`src/logic/dcsra_map.vh`:
```
// Purpose: Constants for the dual channel serial register access block.
// Assumes: Included by the register access design files.
// Notes:   Register numbers are the pointer values seen by the host.
`ifndef DCSRA_MAP_VH
`define DCSRA_MAP_VH
`define DCSRA_REG_CMD      4'h0
`define DCSRA_REG_IRQEN    4'h1
`define DCSRA_REG_VECTOR   4'h2
`define DCSRA_REG_RXPAR    4'h3
`define DCSRA_REG_MODES    4'h4
`define DCSRA_REG_TXPAR    4'h5
`define DCSRA_REG_SYNC1    4'h6
`define DCSRA_REG_SYNC2    4'h7
`define DCSRA_REG_DATA     4'h8
`define DCSRA_REG_MASTER   4'h9
`define DCSRA_REG_MISC     4'ha
`define DCSRA_REG_CLKMODE  4'hb
`define DCSRA_REG_TCLO     4'hc
`define DCSRA_REG_TCHI     4'hd
`define DCSRA_REG_MISCCTL  4'he
`define DCSRA_REG_EXTCTL   4'hf
`define DCSRA_PTR_LSB      0
`define DCSRA_PTR_MSB      2
`define DCSRA_CMD_LSB      3
`define DCSRA_CMD_MSB      5
`define DCSRA_CMD_PTHIGH   3'h1
`define DCSRA_CMD_RSTEXT   3'h2
`define DCSRA_RST_VALUE    8'h00
`define DCSRA_RECOVER_NS   200
`define DCSRA_CLK_NS       50
`define DCSRA_RECOVER_CYC  ((`DCSRA_RECOVER_NS + `DCSRA_CLK_NS - 1) / `DCSRA_CLK_NS)
`define DCSRA_FIFO_DEPTH   4
`define DCSRA_RXQ_DEPTH    3
`define DCSRA_SYNC_STAGES  3
`endif

```
`src/logic/dcsra_fifo.v`:
```
// Purpose: Small valid/ready FIFO used in the transmit path.
// Assumes: Single clock, asynchronous active low reset.
// Notes:   Full and empty are exact; data is read from the head entry.
`timescale 1ns/10ps
module dcsra_fifo #(
  parameter WIDTH = 8,
  parameter DEPTH = 4,
  parameter AW    = 2
) (
  input  wire             clk,
  input  wire             rstn,
  input  wire             in_valid,
  output wire             in_ready,
  input  wire [WIDTH-1:0] in_data,
  output wire             out_valid,
  input  wire             out_ready,
  output wire [WIDTH-1:0] out_data,
  output wire [AW:0]      level
);
  reg [WIDTH-1:0] mem [0:DEPTH-1];
  reg [AW-1:0]    rd_ff;
  reg [AW-1:0]    wr_ff;
  reg [AW:0]      cnt_ff;
  wire            push;
  wire            pop;
  integer         i;

  assign in_ready  = (cnt_ff != DEPTH[AW:0]);
  assign out_valid = (cnt_ff != {(AW+1){1'b0}});
  assign out_data  = mem[rd_ff];
  assign level     = cnt_ff;
  assign push      = in_valid & in_ready;
  assign pop       = out_valid & out_ready;

  always @(posedge clk or negedge rstn) begin
    if (!rstn) begin
      rd_ff  <= {AW{1'b0}};
      wr_ff  <= {AW{1'b0}};
      cnt_ff <= {(AW+1){1'b0}};
      for (i = 0; i < DEPTH; i = i + 1) begin
        mem[i] <= {WIDTH{1'b0}};
      end
    end else begin
      if (push) begin
        mem[wr_ff] <= in_data;
        wr_ff      <= (wr_ff == DEPTH[AW-1:0] - 1'b1) ? {AW{1'b0}} :
                      wr_ff + 1'b1;
      end
      if (pop) begin
        rd_ff <= (rd_ff == DEPTH[AW-1:0] - 1'b1) ? {AW{1'b0}} :
                 rd_ff + 1'b1;
      end
      if (push & ~pop) begin
        cnt_ff <= cnt_ff + 1'b1;
      end else if (pop & ~push) begin
        cnt_ff <= cnt_ff - 1'b1;
      end
    end
  end
endmodule // dcsra_fifo

```
`src/logic/dcsra_channel.v`:
```
// Purpose: One serial channel register set with its data buffering.
// Assumes: Host access strobes are already synchronised, one cycle long.
// Notes:   Instantiated once per channel by the top module.
`timescale 1ns/10ps
`include "dcsra_map.vh"
module dcsra_channel (
  input  wire       clk,
  input  wire       rstn,
  input  wire       wr_stb,
  input  wire       rd_stb,
  input  wire [3:0] reg_sel,
  input  wire [7:0] wdata,
  output reg  [7:0] rdata,
  input  wire [7:0] rx_char,
  input  wire       rx_valid,
  output wire       rx_ready,
  output wire [7:0] tx_char,
  output wire       tx_valid,
  input  wire       tx_ready,
  input  wire [7:0] ext_status,
  input  wire [7:0] rx_err,
  output wire [7:0] modes_out,
  output wire [7:0] sync_out,
  output wire [15:0] tc_out
);
  reg  [7:0] wreg_ff [0:15];
  reg  [7:0] rxq_ff  [0:2];
  reg  [1:0] rxq_cnt_ff;
  reg  [7:0] rx_shift_ff;
  reg        rx_full_ff;
  wire       data_wr;
  wire       data_rd;
  wire       tx_in_ready;
  wire [2:0] tx_level;
  integer    i;

  assign data_wr  = wr_stb & (reg_sel == `DCSRA_REG_DATA);
  assign data_rd  = rd_stb & (reg_sel == `DCSRA_REG_DATA);
  assign rx_ready = ~rx_full_ff;
  assign modes_out = wreg_ff[`DCSRA_REG_MODES];
  assign sync_out  = wreg_ff[`DCSRA_REG_SYNC1];
  assign tc_out    = {wreg_ff[`DCSRA_REG_TCHI], wreg_ff[`DCSRA_REG_TCLO]};

  // Transmit data buffer ahead of the link, full stalls nothing upstream.
  dcsra_fifo #(.WIDTH(8), .DEPTH(`DCSRA_FIFO_DEPTH), .AW(2)) u_txq (
    .clk       (clk),
    .rstn      (rstn),
    .in_valid  (data_wr),
    .in_ready  (tx_in_ready),
    .in_data   (wdata),
    .out_valid (tx_valid),
    .out_ready (tx_ready),
    .out_data  (tx_char),
    .level     (tx_level)
  );

  // Receive path: shift holding register then three entry queue.
  always @(posedge clk or negedge rstn) begin
    if (!rstn) begin
      rx_shift_ff <= `DCSRA_RST_VALUE;
      rx_full_ff  <= 1'b0;
      rxq_cnt_ff  <= 2'h0;
      for (i = 0; i < 3; i = i + 1) begin
        rxq_ff[i] <= `DCSRA_RST_VALUE;
      end
    end else begin
      if (rx_valid & ~rx_full_ff) begin
        rx_shift_ff <= rx_char;
        rx_full_ff  <= 1'b1;
      end else if (rx_full_ff & (rxq_cnt_ff != 2'h3) & ~data_rd) begin
        rxq_ff[rxq_cnt_ff] <= rx_shift_ff;
        rxq_cnt_ff         <= rxq_cnt_ff + 2'h1;
        rx_full_ff         <= 1'b0;
      end
      if (data_rd & (rxq_cnt_ff != 2'h0)) begin
        rxq_ff[0]  <= rxq_ff[1];
        rxq_ff[1]  <= rxq_ff[2];
        rxq_cnt_ff <= rxq_cnt_ff - 2'h1;
      end
    end
  end

  // Write registers; number 8 goes to the transmit buffer instead.
  always @(posedge clk or negedge rstn) begin
    if (!rstn) begin
      for (i = 0; i < 16; i = i + 1) begin
        wreg_ff[i] <= `DCSRA_RST_VALUE;
      end
    end else if (wr_stb & (reg_sel != `DCSRA_REG_DATA)) begin
      wreg_ff[reg_sel] <= wdata;
    end
  end

  // Read registers are status sources separate from the write registers, except 12, 13 and 15.
  always @* begin
    case (reg_sel)
      4'h0:    rdata = {ext_status[7:3], tx_in_ready,
                        ext_status[1], (rxq_cnt_ff != 2'h0)};
      4'h1:    rdata = rx_err;
      4'h8:    rdata = rxq_ff[0];
      4'ha:    rdata = {5'h00, tx_level};
      4'hc:    rdata = wreg_ff[`DCSRA_REG_TCLO];
      4'hd:    rdata = wreg_ff[`DCSRA_REG_TCHI];
      4'hf:    rdata = wreg_ff[`DCSRA_REG_EXTCTL] & 8'hfa;
      default: rdata = 8'h00;
    endcase
  end
endmodule // dcsra_channel

```
`src/logic/dcsra_top.v`:
```
// Purpose: Host bus register access for a two channel serial controller.
// Assumes: Host strobes are asynchronous to CLK and spaced four clocks.
// Notes:   Serial engines attach on the character stream ports.
`timescale 1ns/10ps
`include "dcsra_map.vh"
module dcsra_top (
  input  wire        CLK,
  input  wire        RSTN,
  input  wire        CS_N,
  input  wire        RD_N,
  input  wire        WR_N,
  input  wire        CHAN_B,
  input  wire        DATA_SEL,
  input  wire [7:0]  DIN,
  output reg  [7:0]  DOUT,
  output reg         DOUT_EN,
  input  wire [7:0]  RXA_CHAR,
  input  wire        RXA_VALID,
  output reg         RXA_READY,
  input  wire [7:0]  RXB_CHAR,
  input  wire        RXB_VALID,
  output reg         RXB_READY,
  output reg  [7:0]  TXA_CHAR,
  output reg         TXA_VALID,
  input  wire        TXA_READY,
  output reg  [7:0]  TXB_CHAR,
  output reg         TXB_VALID,
  input  wire        TXB_READY,
  input  wire [7:0]  RXA_ERR,
  input  wire [7:0]  RXB_ERR,
  input  wire [3:0]  MODEM_A,
  input  wire [3:0]  MODEM_B,
  input  wire [5:0]  IRQ_PENDING,
  output reg  [15:0] TC_A,
  output reg  [15:0] TC_B,
  output reg  [7:0]  MASTER_CTL,
  output reg  [7:0]  VECTOR_OUT
);
  reg  [2:0]  rd_sync_ff;
  reg  [2:0]  wr_sync_ff;
  reg         rd_act_ff;
  reg         wr_act_ff;
  reg  [3:0]  modem_a_s1_ff;
  reg  [3:0]  modem_a_s2_ff;
  reg  [3:0]  modem_a_s3_ff;
  reg  [3:0]  modem_a_ff;
  reg  [3:0]  modem_b_s1_ff;
  reg  [3:0]  modem_b_s2_ff;
  reg  [3:0]  modem_b_s3_ff;
  reg  [3:0]  modem_b_ff;
  reg  [9:0]  bus_s1_ff;
  reg  [9:0]  bus_s2_ff;
  reg  [9:0]  bus_s3_ff;
  reg  [9:0]  bus_hold_ff;
  reg  [3:0]  ptr_ff;
  reg  [3:0]  nxt_ptr;
  reg  [7:0]  vector_ff;
  reg  [7:0]  master_ff;
  reg  [7:0]  nxt_dout;
  reg  [2:0]  gap_ff;
  wire        rd_fall;
  wire        wr_fall;
  wire        rd_stb;
  wire        wr_stb;
  wire [3:0]  reg_sel;
  wire [3:0]  cmd_ptr;
  wire [2:0]  cmd_code;
  wire        shared_sel;
  wire        wr_a;
  wire        wr_b;
  wire        rd_a;
  wire        rd_b;
  wire [7:0]  rdata_a;
  wire [7:0]  rdata_b;
  wire [7:0]  rxa_q;
  wire [7:0]  rxb_q;
  wire        rxa_rdy;
  wire        rxb_rdy;
  wire [7:0]  txa_q;
  wire [7:0]  txb_q;
  wire        txa_v;
  wire        txb_v;
  wire [15:0] tca_q;
  wire [15:0] tcb_q;
  wire [7:0]  ext_a;
  wire [7:0]  ext_b;
  wire [9:0]  bus_q;
  wire        bus_chan_b;
  wire        bus_dsel;
  wire [7:0]  bus_din;

  localparam integer RECOVER_I = `DCSRA_RECOVER_CYC - 1;

  // Strobe synchronisers: three stages, a change counts when 2 and 3 agree.
  always @(posedge CLK or negedge RSTN) begin
    if (!RSTN) begin
      rd_sync_ff    <= 3'h7;
      wr_sync_ff    <= 3'h7;
      rd_act_ff     <= 1'b0;
      wr_act_ff     <= 1'b0;
      modem_a_s1_ff <= 4'h0;
      modem_a_s2_ff <= 4'h0;
      modem_a_s3_ff <= 4'h0;
      modem_a_ff    <= 4'h0;
      modem_b_s1_ff <= 4'h0;
      modem_b_s2_ff <= 4'h0;
      modem_b_s3_ff <= 4'h0;
      modem_b_ff    <= 4'h0;
      bus_s1_ff     <= 10'h000;
      bus_s2_ff     <= 10'h000;
      bus_s3_ff     <= 10'h000;
      bus_hold_ff   <= 10'h000;
    end else begin
      rd_sync_ff    <= {rd_sync_ff[1:0], ~(~RD_N & ~CS_N)};
      wr_sync_ff    <= {wr_sync_ff[1:0], ~(~WR_N & ~CS_N)};
      if (rd_sync_ff[1] == rd_sync_ff[2]) begin
        rd_act_ff <= ~rd_sync_ff[2];
      end
      if (wr_sync_ff[1] == wr_sync_ff[2]) begin
        wr_act_ff <= ~wr_sync_ff[2];
      end
      modem_a_s1_ff <= MODEM_A;
      modem_a_s2_ff <= modem_a_s1_ff;
      modem_a_s3_ff <= modem_a_s2_ff;
      modem_a_ff    <= (modem_a_s2_ff & modem_a_s3_ff) |
                       (modem_a_ff & (modem_a_s2_ff | modem_a_s3_ff));
      modem_b_s1_ff <= MODEM_B;
      modem_b_s2_ff <= modem_b_s1_ff;
      modem_b_s3_ff <= modem_b_s2_ff;
      modem_b_ff    <= (modem_b_s2_ff & modem_b_s3_ff) |
                       (modem_b_ff & (modem_b_s2_ff | modem_b_s3_ff));
      bus_s1_ff     <= {CHAN_B, DATA_SEL, DIN};
      bus_s2_ff     <= bus_s1_ff;
      bus_s3_ff     <= bus_s2_ff;
      if (bus_s2_ff == bus_s3_ff) begin
        bus_hold_ff <= bus_s3_ff;
      end
    end
  end

  assign rd_fall = (rd_sync_ff[1] == rd_sync_ff[2]) & ~rd_sync_ff[2] &
                   ~rd_act_ff;
  assign wr_fall = (wr_sync_ff[1] == wr_sync_ff[2]) & ~wr_sync_ff[2] &
                   ~wr_act_ff;
  // Bus qualifiers pass the same three stages as the strobes.
  assign bus_q      = (bus_s2_ff == bus_s3_ff) ? bus_s3_ff : bus_hold_ff;
  assign bus_chan_b = bus_q[9];
  assign bus_dsel   = bus_q[8];
  assign bus_din    = bus_q[7:0];

  // Accesses arriving inside the recovery gap are dropped.
  assign rd_stb  = rd_fall & (gap_ff == 3'h0);
  assign wr_stb  = wr_fall & (gap_ff == 3'h0);

  always @(posedge CLK or negedge RSTN) begin
    if (!RSTN) begin
      gap_ff <= 3'h0;
    end else if (rd_stb | wr_stb) begin
      gap_ff <= RECOVER_I[2:0];
    end else if (gap_ff != 3'h0) begin
      gap_ff <= gap_ff - 3'h1;
    end
  end

  // Data select bypasses the pointer, otherwise the pending pointer applies.
  assign reg_sel  = bus_dsel ? `DCSRA_REG_DATA : ptr_ff;
  assign cmd_ptr  = {1'b0, bus_din[`DCSRA_PTR_MSB:`DCSRA_PTR_LSB]};
  assign cmd_code = bus_din[`DCSRA_CMD_MSB:`DCSRA_CMD_LSB];
  assign shared_sel = (reg_sel == `DCSRA_REG_VECTOR) |
                      (reg_sel == `DCSRA_REG_MASTER);
  assign wr_a = wr_stb & ~bus_chan_b & ~shared_sel;
  assign wr_b = wr_stb &  bus_chan_b & ~shared_sel;
  assign rd_a = rd_stb & ~bus_chan_b;
  assign rd_b = rd_stb &  bus_chan_b;

  // Pointer: set by a register zero write, cleared after the next access made without data select.
  always @* begin
    nxt_ptr = ptr_ff;
    if ((rd_stb | wr_stb) & ~bus_dsel) begin
      if (wr_stb & (ptr_ff == `DCSRA_REG_CMD)) begin
        nxt_ptr = cmd_ptr;
        if (cmd_code == `DCSRA_CMD_PTHIGH) begin
          nxt_ptr = cmd_ptr + 4'h8;
        end
      end else begin
        nxt_ptr = `DCSRA_REG_CMD;
      end
    end
  end

  always @(posedge CLK or negedge RSTN) begin
    if (!RSTN) begin
      ptr_ff    <= `DCSRA_REG_CMD;
      vector_ff <= `DCSRA_RST_VALUE;
      master_ff <= `DCSRA_RST_VALUE;
    end else begin
      ptr_ff <= nxt_ptr;
      if (wr_stb & (reg_sel == `DCSRA_REG_VECTOR)) begin
        vector_ff <= bus_din;
      end
      if (wr_stb & (reg_sel == `DCSRA_REG_MASTER)) begin
        master_ff <= bus_din;
      end
    end
  end

  assign ext_a = {modem_a_ff, 1'b0, 1'b0, 1'b0, 1'b0};
  assign ext_b = {modem_b_ff, 1'b0, 1'b0, 1'b0, 1'b0};

  // Two identical channels.
  dcsra_channel u_chan_a (
    .clk        (CLK),
    .rstn       (RSTN),
    .wr_stb     (wr_a),
    .rd_stb     (rd_a),
    .reg_sel    (reg_sel),
    .wdata      (bus_din),
    .rdata      (rdata_a),
    .rx_char    (RXA_CHAR),
    .rx_valid   (RXA_VALID),
    .rx_ready   (rxa_rdy),
    .tx_char    (txa_q),
    .tx_valid   (txa_v),
    .tx_ready   (TXA_READY & TXA_VALID),
    .ext_status (ext_a),
    .rx_err     (RXA_ERR),
    .modes_out  (),
    .sync_out   (),
    .tc_out     (tca_q)
  );

  dcsra_channel u_chan_b (
    .clk        (CLK),
    .rstn       (RSTN),
    .wr_stb     (wr_b),
    .rd_stb     (rd_b),
    .reg_sel    (reg_sel),
    .wdata      (bus_din),
    .rdata      (rdata_b),
    .rx_char    (RXB_CHAR),
    .rx_valid   (RXB_VALID),
    .rx_ready   (rxb_rdy),
    .tx_char    (txb_q),
    .tx_valid   (txb_v),
    .tx_ready   (TXB_READY & TXB_VALID),
    .ext_status (ext_b),
    .rx_err     (RXB_ERR),
    .modes_out  (),
    .sync_out   (),
    .tc_out     (tcb_q)
  );

  // Read data mux, with the shared vector register and register 3 resolved here; master reads come from the channel as zero.
  always @* begin
    nxt_dout = bus_chan_b ? rdata_b : rdata_a;
    if (reg_sel == `DCSRA_REG_VECTOR) begin
      nxt_dout = bus_chan_b ? {vector_ff[7:4], IRQ_PENDING[2:0], vector_ff[0]}
                            : vector_ff;
    end else if (reg_sel == `DCSRA_REG_RXPAR) begin
      nxt_dout = bus_chan_b ? 8'h00 : {2'h0, IRQ_PENDING};
    end
  end

  // Outputs are registered; read data is held while the read lasts.
  always @(posedge CLK or negedge RSTN) begin
    if (!RSTN) begin
      DOUT       <= 8'h00;
      DOUT_EN    <= 1'b0;
      RXA_READY  <= 1'b0;
      RXB_READY  <= 1'b0;
      TXA_CHAR   <= 8'h00;
      TXA_VALID  <= 1'b0;
      TXB_CHAR   <= 8'h00;
      TXB_VALID  <= 1'b0;
      TC_A       <= 16'h0000;
      TC_B       <= 16'h0000;
      MASTER_CTL <= 8'h00;
      VECTOR_OUT <= 8'h00;
    end else begin
      if (rd_stb) begin
        DOUT    <= nxt_dout;
        DOUT_EN <= 1'b1;
      end else if (rd_sync_ff[1] & rd_sync_ff[2]) begin
        DOUT_EN <= 1'b0;
      end
      RXA_READY  <= rxa_rdy;
      RXB_READY  <= rxb_rdy;
      TXA_CHAR   <= txa_q;
      TXA_VALID  <= txa_v & ~(TXA_VALID & TXA_READY);
      TXB_CHAR   <= txb_q;
      TXB_VALID  <= txb_v & ~(TXB_VALID & TXB_READY);
      TC_A       <= tca_q;
      TC_B       <= tcb_q;
      MASTER_CTL <= master_ff;
      VECTOR_OUT <= vector_ff;
    end
  end
endmodule // dcsra_top

```
`config.mk`:
```
export PLATFORM = sky130hd
export DESIGN_NAME = dcsra_top
export DESIGN_NICKNAME = d
export VERILOG_FILES = /design/src/logic/dcsra_fifo.v /design/src/logic/dcsra_channel.v /design/src/logic/dcsra_top.v
export VERILOG_INCLUDE_DIRS = /design/src /design/src/logic
export SDC_FILE = /design/constraint.sdc
export NUM_CORES = 1
export LEC_CHECK = 0
export CORE_ASPECT_RATIO = 0.9
export CORE_MARGIN = 1.5
export CORE_UTILIZATION = 33
export DETAILED_ROUTE_END_ITERATION = 6
export DONT_BUFFER_PORTS = 1
export GPL_ROUTABILITY_DRIVEN = 0
export GPL_TIMING_DRIVEN = 0
export SYNTH_ARGS = -nofsm -noshare
export SYNTH_HDL_FRONTEND = slang
export SYNTH_HIERARCHICAL = 1
export SYNTH_SLANG_ARGS = --single-unit
export TNS_END_PERCENT = 100
```
`constraint.sdc`:
```
create_clock -name CLK -period 4.4 [get_ports CLK]
set_input_delay 0.88 -clock CLK [delete_from_list [all_inputs] [get_ports CLK]]
set_output_delay 0.88 -clock CLK [all_outputs]
set_load 0.01 [all_outputs]
```
==> reports/results.ini, run 1 <==
[hold_path]
min_path_type = in2async

[synthesis]
syn_inst = 1113
netlist_area_um2 = 15600
synth_warnings = 6
synth.avg_cell_area_um2 = 14.0

[clocking]
clkTransAtPathRegs_ns = 0.06
cts_max_path_buffers = 3
numCtsBuffers = 39
cts.sink_count = 372
h-tree-depth = 2
hold_buffers = 0
worstSkewPairLatency_ns = 0.55
cts_tree = done
cts_root_buf = clkbuf_16

[sta]
period_needed_ns = 4.10
relSlewSlack_pct = 24.9
hold_ws_ns = 0.0565
drv_slew = 0
finalHoldViolations = 0
tightest_slew_ns = 1.13
fin_worst_skew_ns = 0.0286
clock.fmax_ghz = 0.244
grt_setup_unrepaired = no
finalSetupViolations = 0
fin_crit_sh_pct = 93.2

[global_routing]
antenna_found_initial = 7
grt_pass1_wl_um = 57800
grt_pass1_vias = 9502
grt_usage_pct = 15.6
grt_max_degree = 373
overflow = 0

[worst_setup_path]
path_max_fanout = 10
critPathKind = reg2reg
worst_ep_arrival_time_ns = 4.53
crit_start = bus_s2_ff[3]
required_ns = 4.83
r2r_cells = 14
r2r_start = bus_s2_ff[3]
end_kind = register
cp-start-kind = register

[cells_and_area]
synthToLayoutAreaGrowth_pct = 14.1
nets = 1244
drive_gt1_share_pct = 32.7
nFillCells = 4486
utilization_pct = 38.2

[job]
cap_violations = 0

[floorplan]
die_w_um = 232
core-area_um2 = 46500
num_rows = 75
initial_core_util_pct = 33.4
ioPinCount = 142
die_h_um = 209
dieArea_um2 = 48500

[power]
power_density_nw_per_um2 = 482
max-vdd-ir-drop_mv = 0.239
p_leak_nw = 8.27

[route]
wl_per_cell_um = 20.4
antenna_left = 0
first_iter_violations = 708
drc = 0
routed-via-count = 9059
routed_via_density = 5.01
drt_pass1_iterations = 5
drt_wl_total_um = 36900

[run_status]
status = finished, final reports clean

[placement]
io_buffers = 0
hpwl_um = 25300

==> state kept, by name, summed over array words and instances (netlist names), 10 cells and up <==
register and cells:
u_chan_b/u_txq/mem 32, TC_A 16, u_chan_a/tc_out 16, bus_s1_ff 10, bus_s2_ff 10, TC_B 16
u_chan_a/rxq_ff 24, u_chan_b/tc_out 16, bus_s3_ff 10, u_chan_b/rxq_ff 24, u_chan_a/u_txq/mem 32, bus_hold_ff 10
==> final timing paths <==
kind	to	slack, ns
setup / recovery	DOUT[5]	0.30
hold / removal	TXA_CHAR[5]	0.06
setup reg to reg	DOUT[5]	0.30
hold reg to reg	modem_a_s2_ff[3]	0.35
max in group asynchronous	DOUT[2]	3.44
min in group CLK	modem_a_s2_ff[3]	0.35
==> where the power goes <==
group          leakage (nW)  switching [W]  internal [W]
logic                  2.71       0.000479      0.000546
clock network         0.674        0.00139       0.00204
registers              4.88       0.000320       0.00377
total                  8.27        0.00219       0.00636
==> critical path, cell delays in order (launching register included) <==
cell and delay (ns):
dfrtp_1 0.44, xor2_1 0.21, nor4_4 0.34, a31o_2 0.25, nand3_1 0.13, buf_2 0.24, nor2_4 0.33, buf_2 0.29
buf_2 0.26, nor2_1 0.16, a222oi_1 0.35, nand2_1 0.10, mux2_2 0.32, a221o_1 0.41, o221a_2 0.14
==> layer usage <==
metal  vias up  share of wire [%]  track usage [%]
met2       253                 45             23.5
met1      4659                 46             22.1
met4         6                2.1             3.83
met5         -               0.10                0
li1       4083                  -                -
met3        58                6.6             4.39
==> through the flow <==
step                power [W]  instance area, um^2  setup slack [ns]  setup TNS (ns)  instances
floorplan             0.00485                15600             0.606               0       1116
global placement      0.00515                16300            -0.178          -0.645       1732
detailed placement    0.00519                16300            -0.234           -1.02       1732
CTS                   0.00868                17700            0.0636               0       1804
global route          0.00896                17800            0.0490               0       1807
finish                0.00856                17800             0.298               0       1809
==> cell usage in the layout (no fill, tap or decap), types with 15 or more instances in the layout <==
master and count:
mux2_2 177, nor3_1 15, clkbuf_1 18, ha_1 17, nor2_1 48, nand2_1 48, buf_4 35, dfrtp_1 366
and2_1 22, inv_1 28, mux4_2 16, clkbuf_16 40, o21ai_0 30, mux2i_1 28
==> final cells by class <==
type                       instances  area [um^2]  share of cell area (%)
tap                              616          771                    4.34
multi-input combinational        644         5740                    32.3
timing repair buffer               3         22.5                   0.127
buffer                            69          437                    2.46
sequential                       372         9320                    52.5
clock buffer                      51         1120                    6.32
antenna                            3         7.51                  0.0423
inverter                          31          119                   0.669
clock inverter                    20          229                    1.29
==> what timing repair did <==
| action | 4_1_cts | 5_1_grt |
|---|---|---|
| resized for setup | 6 | 9 |
| buffers inserted | 1 | 2 |
| pin swaps | 0 | 1 |
| endpoints found under the setup margin | 8 | 5 |
No activity file was read; power rests on OpenSTA's default activity.
==> run 2: changes to the inputs <==
- ABC_AREA: default -> 1
==> run 2 against run 1 <==
Fmax up 1.0%; largest power group unchanged; critical path type unchanged; sequential power down 2%; clock skew down 0.0087 ns; setup slack better by 0.041 ns; worst hold slack worse by 0.016 ns.
==> reports/results.ini, run 2 <==
[run_status]
status = finished, final reports clean

[clocking]
cts_max_path_buffers = 3  ; unchanged
clkTransAtPathRegs_ns = 0.06  ; about the same
cts.sink_count = 372  ; unchanged
worstSkewPairLatency_ns = 0.58  ; +0.03 ns
h-tree-depth = 2  ; unchanged
cts_root_buf = clkbuf_16
cts_tree = done
numCtsBuffers = 41  ; +5.1%

[route]
drc = 0  ; unchanged
first_iter_violations = 1056  ; +49%
routed-via-count = 12300  ; +35%
routed_via_density = 4.72  ; -5.7%
drt_wl_total_um = 42300  ; +15%
wl_per_cell_um = 16.3  ; -20%
antenna_left = 0  ; unchanged
drt_pass1_iterations = 5  ; unchanged

[floorplan]
die_h_um = 217  ; +3.6%
initial_core_util_pct = 33.3  ; -0.12 points
ioPinCount = 142  ; unchanged
core-area_um2 = 50200  ; +7.8%
die_w_um = 240  ; +3.6%
num_rows = 78  ; +4.0%
dieArea_um2 = 52000  ; +7.3%

[worst_setup_path]
end_kind = register
crit_path_frequent_cell = inv_1
critPathKind = reg2reg
cp_num_buf_inv = 7  ; +4
worst_ep_arrival_time_ns = 4.53  ; about the same
crit_chain = inv_1, ha_1, ha_1, inv_1, nor3_4, inv_1, nor3_1, inv_1, nor3_1, buf_2, nand2_2, inv_1, ha_1, inv_1, fa_1, nand2_1, nand3_1, nand2_1, nand2_1
rrSetupSlack_ns = 0.34  ; +0.04 ns
slowest_stage = nor3_1
cpPeakStageDelay_ns = 0.47  ; +0.03 ns
cp-start-kind = register
required_ns = 4.87  ; +0.04 ns
path_max_fanout = 10  ; unchanged
crit_family = simple AND/OR/NAND/NOR gates

[placement]
io_buffers = 0  ; unchanged
hpwl_um = 29300  ; +16%
placed_area_um2 = 17700  ; +8.2%

[power]
power_density_nw_per_um2 = 453  ; -5.9%
max-vdd-ir-drop_mv = 0.310  ; +30%
p_leak_nw = 9.67  ; +17%
p_total_w = 0.00872  ; +1.9%

[hold_path]
min_path_type = in2async

[cells_and_area]
seq_area_um2 = 9320  ; unchanged
nets = 1967  ; +58%
final_cell_area_um2 = 19200  ; +8.3%
drive_gt1_share_pct = 16.2  ; -16 points
final_cell_mix = nand2_1, dfrtp_1, inv_1
nFillCells = 5050  ; +13%
reg_top3 = u_chan_a/u_txq/mem (32), u_chan_b/u_txq/mem (32)
synthToLayoutAreaGrowth_pct = 15.1
multi_input_area_um2 = 6000  ; +4.6%
utilization_pct = 38.4  ; +0.20 points
layout.cells.most_common = nand2_1

[synthesis]
synth_warnings = 6  ; unchanged
netlist_area_um2 = 16700  ; +7.4%
synth.avg_cell_area_um2 = 9.14  ; -35%
syn_inst = 1828  ; +64%

[global_routing]
grt_pass1_vias = 11900  ; +26%
antenna_found_initial = 2  ; -5
overflow = 0  ; unchanged
grt_usage_pct = 16.7  ; +1.1 points
grt_max_degree = 298  ; -20%
grt_pass1_wl_um = 67200  ; +16%

[sta]
fin_crit_sh_pct = 92.3  ; -0.92 points
drv_slew = 0  ; unchanged
finalHoldViolations = 0  ; unchanged
clock.fmax_ghz = 0.246  ; +1.0%
tightest_slew_ns = 0.864  ; -0.263 ns
period_needed_ns = 4.06  ; -0.0405 ns
setup_tns_ns = 0  ; unchanged
fin_worst_skew_ns = 0.0199  ; -0.00870 ns
relSlewSlack_pct = 42.4  ; +18 points
finalSetupViolations = 0  ; unchanged

[job]
cap_violations = 0  ; unchanged

==> run 2: path summary, 6_finish.rpt <==
check / start / to / depth (start not counted)
setup reg to reg: gap_ff[0] / u_chan_a/u_txq/level[2] / 19
hold / removal: RSTN / u_chan_a/u_txq/mem[17] / 0
min in group CLK: DIN[7] / bus_s1_ff[7] / 0
hold reg to reg: bus_s1_ff[3] / bus_s2_ff[3] / 0
setup / recovery: gap_ff[0] / u_chan_a/u_txq/level[2] / 19
max in group asynchronous: RSTN / TC_B[14] / 0
==> run 2: repair_timing <==
item                       CTS  global route
gates resized for setup      0             1
hold buffers                 1             2
hold endpoints to repair    76             1
buffers inserted             0             0
setup endpoints to repair    0             1
==> run 2: through the flow <==
stage	hold WS [ns]	instances	setup WS, ns
final	0.0402	2595	0.339
after floorplan	0.331	1831	1.06
after global placement	0.338	2511	0.145
after global routing	0.00128	2594	-0.00282
after CTS	0.00237	2592	0.186
after detailed placement	0.336	2517	0.224
==> run 2: metal layers <==
layer	wire [um]	global-route usage (%)	vias to the layer above
met5	22	0	-
met4	1150	5.26	4
met3	3040	4.51	76
met2	18700	25.5	329
met1	19500	23.0	5913
li1	-	-	5928
==> run 2: layout make-up <==
class,count,share of cell area (%)
sequential,372,48.4
multi-input combinational,1167,31.2
clock buffer,58,6.46
tap,680,4.42
inverter,199,3.93
buffer,93,3.54
clock inverter,16,1.33
timing repair buffer,9,0.715
antenna,1,0.0130
==> run 2: power breakdown <==
part | internal (W) | switching (W)
Clock | 0.00233 | 0.00145
Sequential | 0.00377 | 0.000257
Combinational | 0.000343 | 0.000579
Total | 0.00644 | 0.00228
==> run 3: changes to the inputs <==
- CORE_UTILIZATION: 33 -> 34
- SLEW_MARGIN: default -> 30
==> run 3 against run 2 <==
Fmax down 1.3%; sequential cell count unchanged; via count rose by 0.13%; first-iteration DRC count fell by 7.3%; worst hold slack improved by 0.0052 ns; register-to-register slack got worse by 0.06 ns; critical endpoint is now u_chan_b/u_txq/level[2]; largest cell class unchanged.
==> reports/results.ini, run 3 (synthesis gave the netlist of run 2 again) <==
[global_routing]
grt_pass1_vias = 12400  ; +3.7%
overflow = 0  ; unchanged
grt_usage_pct = 17.3  ; +0.60 points
grt_pass1_wl_um = 68300  ; +1.6%
antenna_found_initial = 6  ; +4
grt_max_degree = 342  ; +15%

[cells_and_area]
final_cell_area_um2 = 19100  ; -0.66%
synthToLayoutAreaGrowth_pct = 14.4
drive_gt1_share_pct = 16.2  ; about the same
reg_top3 = u_chan_a/u_txq/mem (32), u_chan_b/u_txq/mem (32)
nFillCells = 4794  ; -5.1%
final_cell_mix = nand2_1, dfrtp_1, inv_1
layout.cells.most_common = nand2_1
nets = 1966  ; -0.051%

[sta]
drv_slew = 0  ; unchanged
fin_crit_sh_pct = 93.6  ; +1.3 points
finalHoldViolations = 0  ; unchanged
finalSetupViolations = 0  ; unchanged
period_needed_ns = 4.12  ; +0.0551 ns
relSlewSlack_pct = 41.5  ; -0.94 points
grt_setup_unrepaired = yes
tightest_slew_ns = 0.872  ; +0.00746 ns
fin_worst_skew_ns = 0.0125  ; -0.00739 ns
clock.fmax_ghz = 0.243  ; -1.3%

[clocking]
h-tree-depth = 2  ; unchanged
clkTransAtPathRegs_ns = 0.06  ; about the same
worstSkewPairLatency_ns = 0.56  ; -0.02 ns
cts_tree = done
cts.sink_count = 372  ; unchanged
numCtsBuffers = 42  ; +2.4%
cts_root_buf = clkbuf_16
cts_setup_buffers = 0  ; unchanged
cts_max_path_buffers = 3  ; unchanged

[route]
drc = 0  ; unchanged
antenna_left = 0  ; unchanged
drt_wl_total_um = 42700  ; +0.92%
routed-via-count = 12300  ; +0.13%
drt_pass1_iterations = 7  ; +2
wl_per_cell_um = 16.8  ; +3.1%
routed_via_density = 4.83  ; +2.3%
first_iter_violations = 979  ; -7.3%

[worst_setup_path]
cp-start-kind = register
r2r_cells = 19  ; unchanged
rrSetupSlack_ns = 0.28  ; -0.06 ns
worst_ep_arrival_time_ns = 4.56  ; +0.03 ns
path_max_fanout = 10  ; unchanged
end_kind = register
r2r_start = gap_ff[0]
critPathKind = reg2reg
required_ns = 4.84  ; -0.03 ns
rr_endpoint = u_chan_b/u_txq/level[2]

[power]
p_total_w = 0.00854  ; -2.0%
p_leak_nw = 9.65  ; -0.20%
power_density_nw_per_um2 = 447  ; -1.4%
max-vdd-ir-drop_mv = 0.388  ; +25%

[floorplan]
num_rows = 76  ; -2.6%
dieArea_um2 = 50500  ; -2.9%
die_w_um = 237  ; -1.5%
die_h_um = 213  ; -1.5%
core-area_um2 = 48200  ; -3.9%
ioPinCount = 142  ; unchanged
initial_core_util_pct = 34.7  ; +1.3 points

[hold_path]
min_path_type = in2async

[placement]
hpwl_um = 29600  ; +1.0%
placed_area_um2 = 17600  ; -0.26%
io_buffers = 0  ; unchanged

[run_status]
status = finished, final reports clean

[job]
cap_violations = 0  ; unchanged

## run 3: final cells by class
class                   count  area (um^2)  share of cell area [%]
multi-input cells        1167         6030                    31.6
clock inverters            18          179                   0.936
well taps                 624          781                    4.08
inverters                 199          756                    3.95
flip-flops and latches    372         9320                    48.7
diodes                      2         5.00                  0.0262
plain buffers              93          682                    3.57
repair buffers              7          114                   0.596
clock buffers              59         1250                    6.53
## run 3: worst max-delay path by stage
stage / startpoint / endpoint / cells after the start
4_1_cts: gap_ff[0] / u_chan_b/u_txq/level[2] / 19
3_3_place_gp: bus_s3_ff[3] / u_chan_a/tc_out[4] / 9
3_5_place_dp: gap_ff[0] / u_chan_b/u_txq/level[2] / 19
6_report: gap_ff[0] / u_chan_b/u_txq/level[2] / 19
2_1_floorplan: bus_s2_ff[4] / u_chan_b/u_txq/level[2] / 22
5_1_grt: gap_ff[0] / u_chan_b/u_txq/level[2] / 20
## run 3: per-stage QoR
step	utilization (%)	cells	worst slack [ns]	hold slack (ns)	setup TNS (ns)
after floorplan	-	1831	1.06	0.331	0
after global placement	36.3	2455	0.0433	0.336	0
after detailed placement	36.6	2460	0.188	0.335	0
after CTS	39.6	2539	0.132	0.00174	0
after global routing	39.6	2541	-0.0171	0.0136	-0.0171
final	39.6	2541	0.284	0.0454	0
## run 3: what timing repair did
| action | CTS | global route |
|---|---|---|
| endpoints found under the hold margin | 32 | 0 |
| endpoints found under the setup margin | 0 | 3 |
| resized for setup | 0 | 2 |
| hold buffers | 2 | 0 |
## run 3: layer usage
metal,GRT usage (%),wire length (um),share of wire (%)
met3,4.33,3230,7.6
met5,0,46,0.11
met2,27.3,19100,45
met1,23.0,18900,44
met4,6.87,1420,3.3
## run 3: power by group
group | internal (W) | total (W) | switching, W
Sequential | 0.00377 | 0.00403 | 0.000257
Clock | 0.00216 | 0.00360 | 0.00144
Combinational | 0.000342 | 0.000923 | 0.000581
Total | 0.00627 | 0.00854 | 0.00227
## run 3: worst max-delay path, cell delays in order, from the launching register on
cell and delay (ns):
dfrtp_1 0.38, inv_1 0.08, ha_1 0.15, ha_1 0.21, inv_1 0.11, nor3_4 0.42
inv_1 0.33, nor3_2 0.39, inv_1 0.15, nor3_1 0.31, buf_2 0.30, nand2_2 0.10
inv_1 0.09, ha_1 0.18, inv_1 0.07, fa_1 0.39, inv_1 0.08, nand2_1 0.07
nand4_1 0.11, nand2_1 0.07
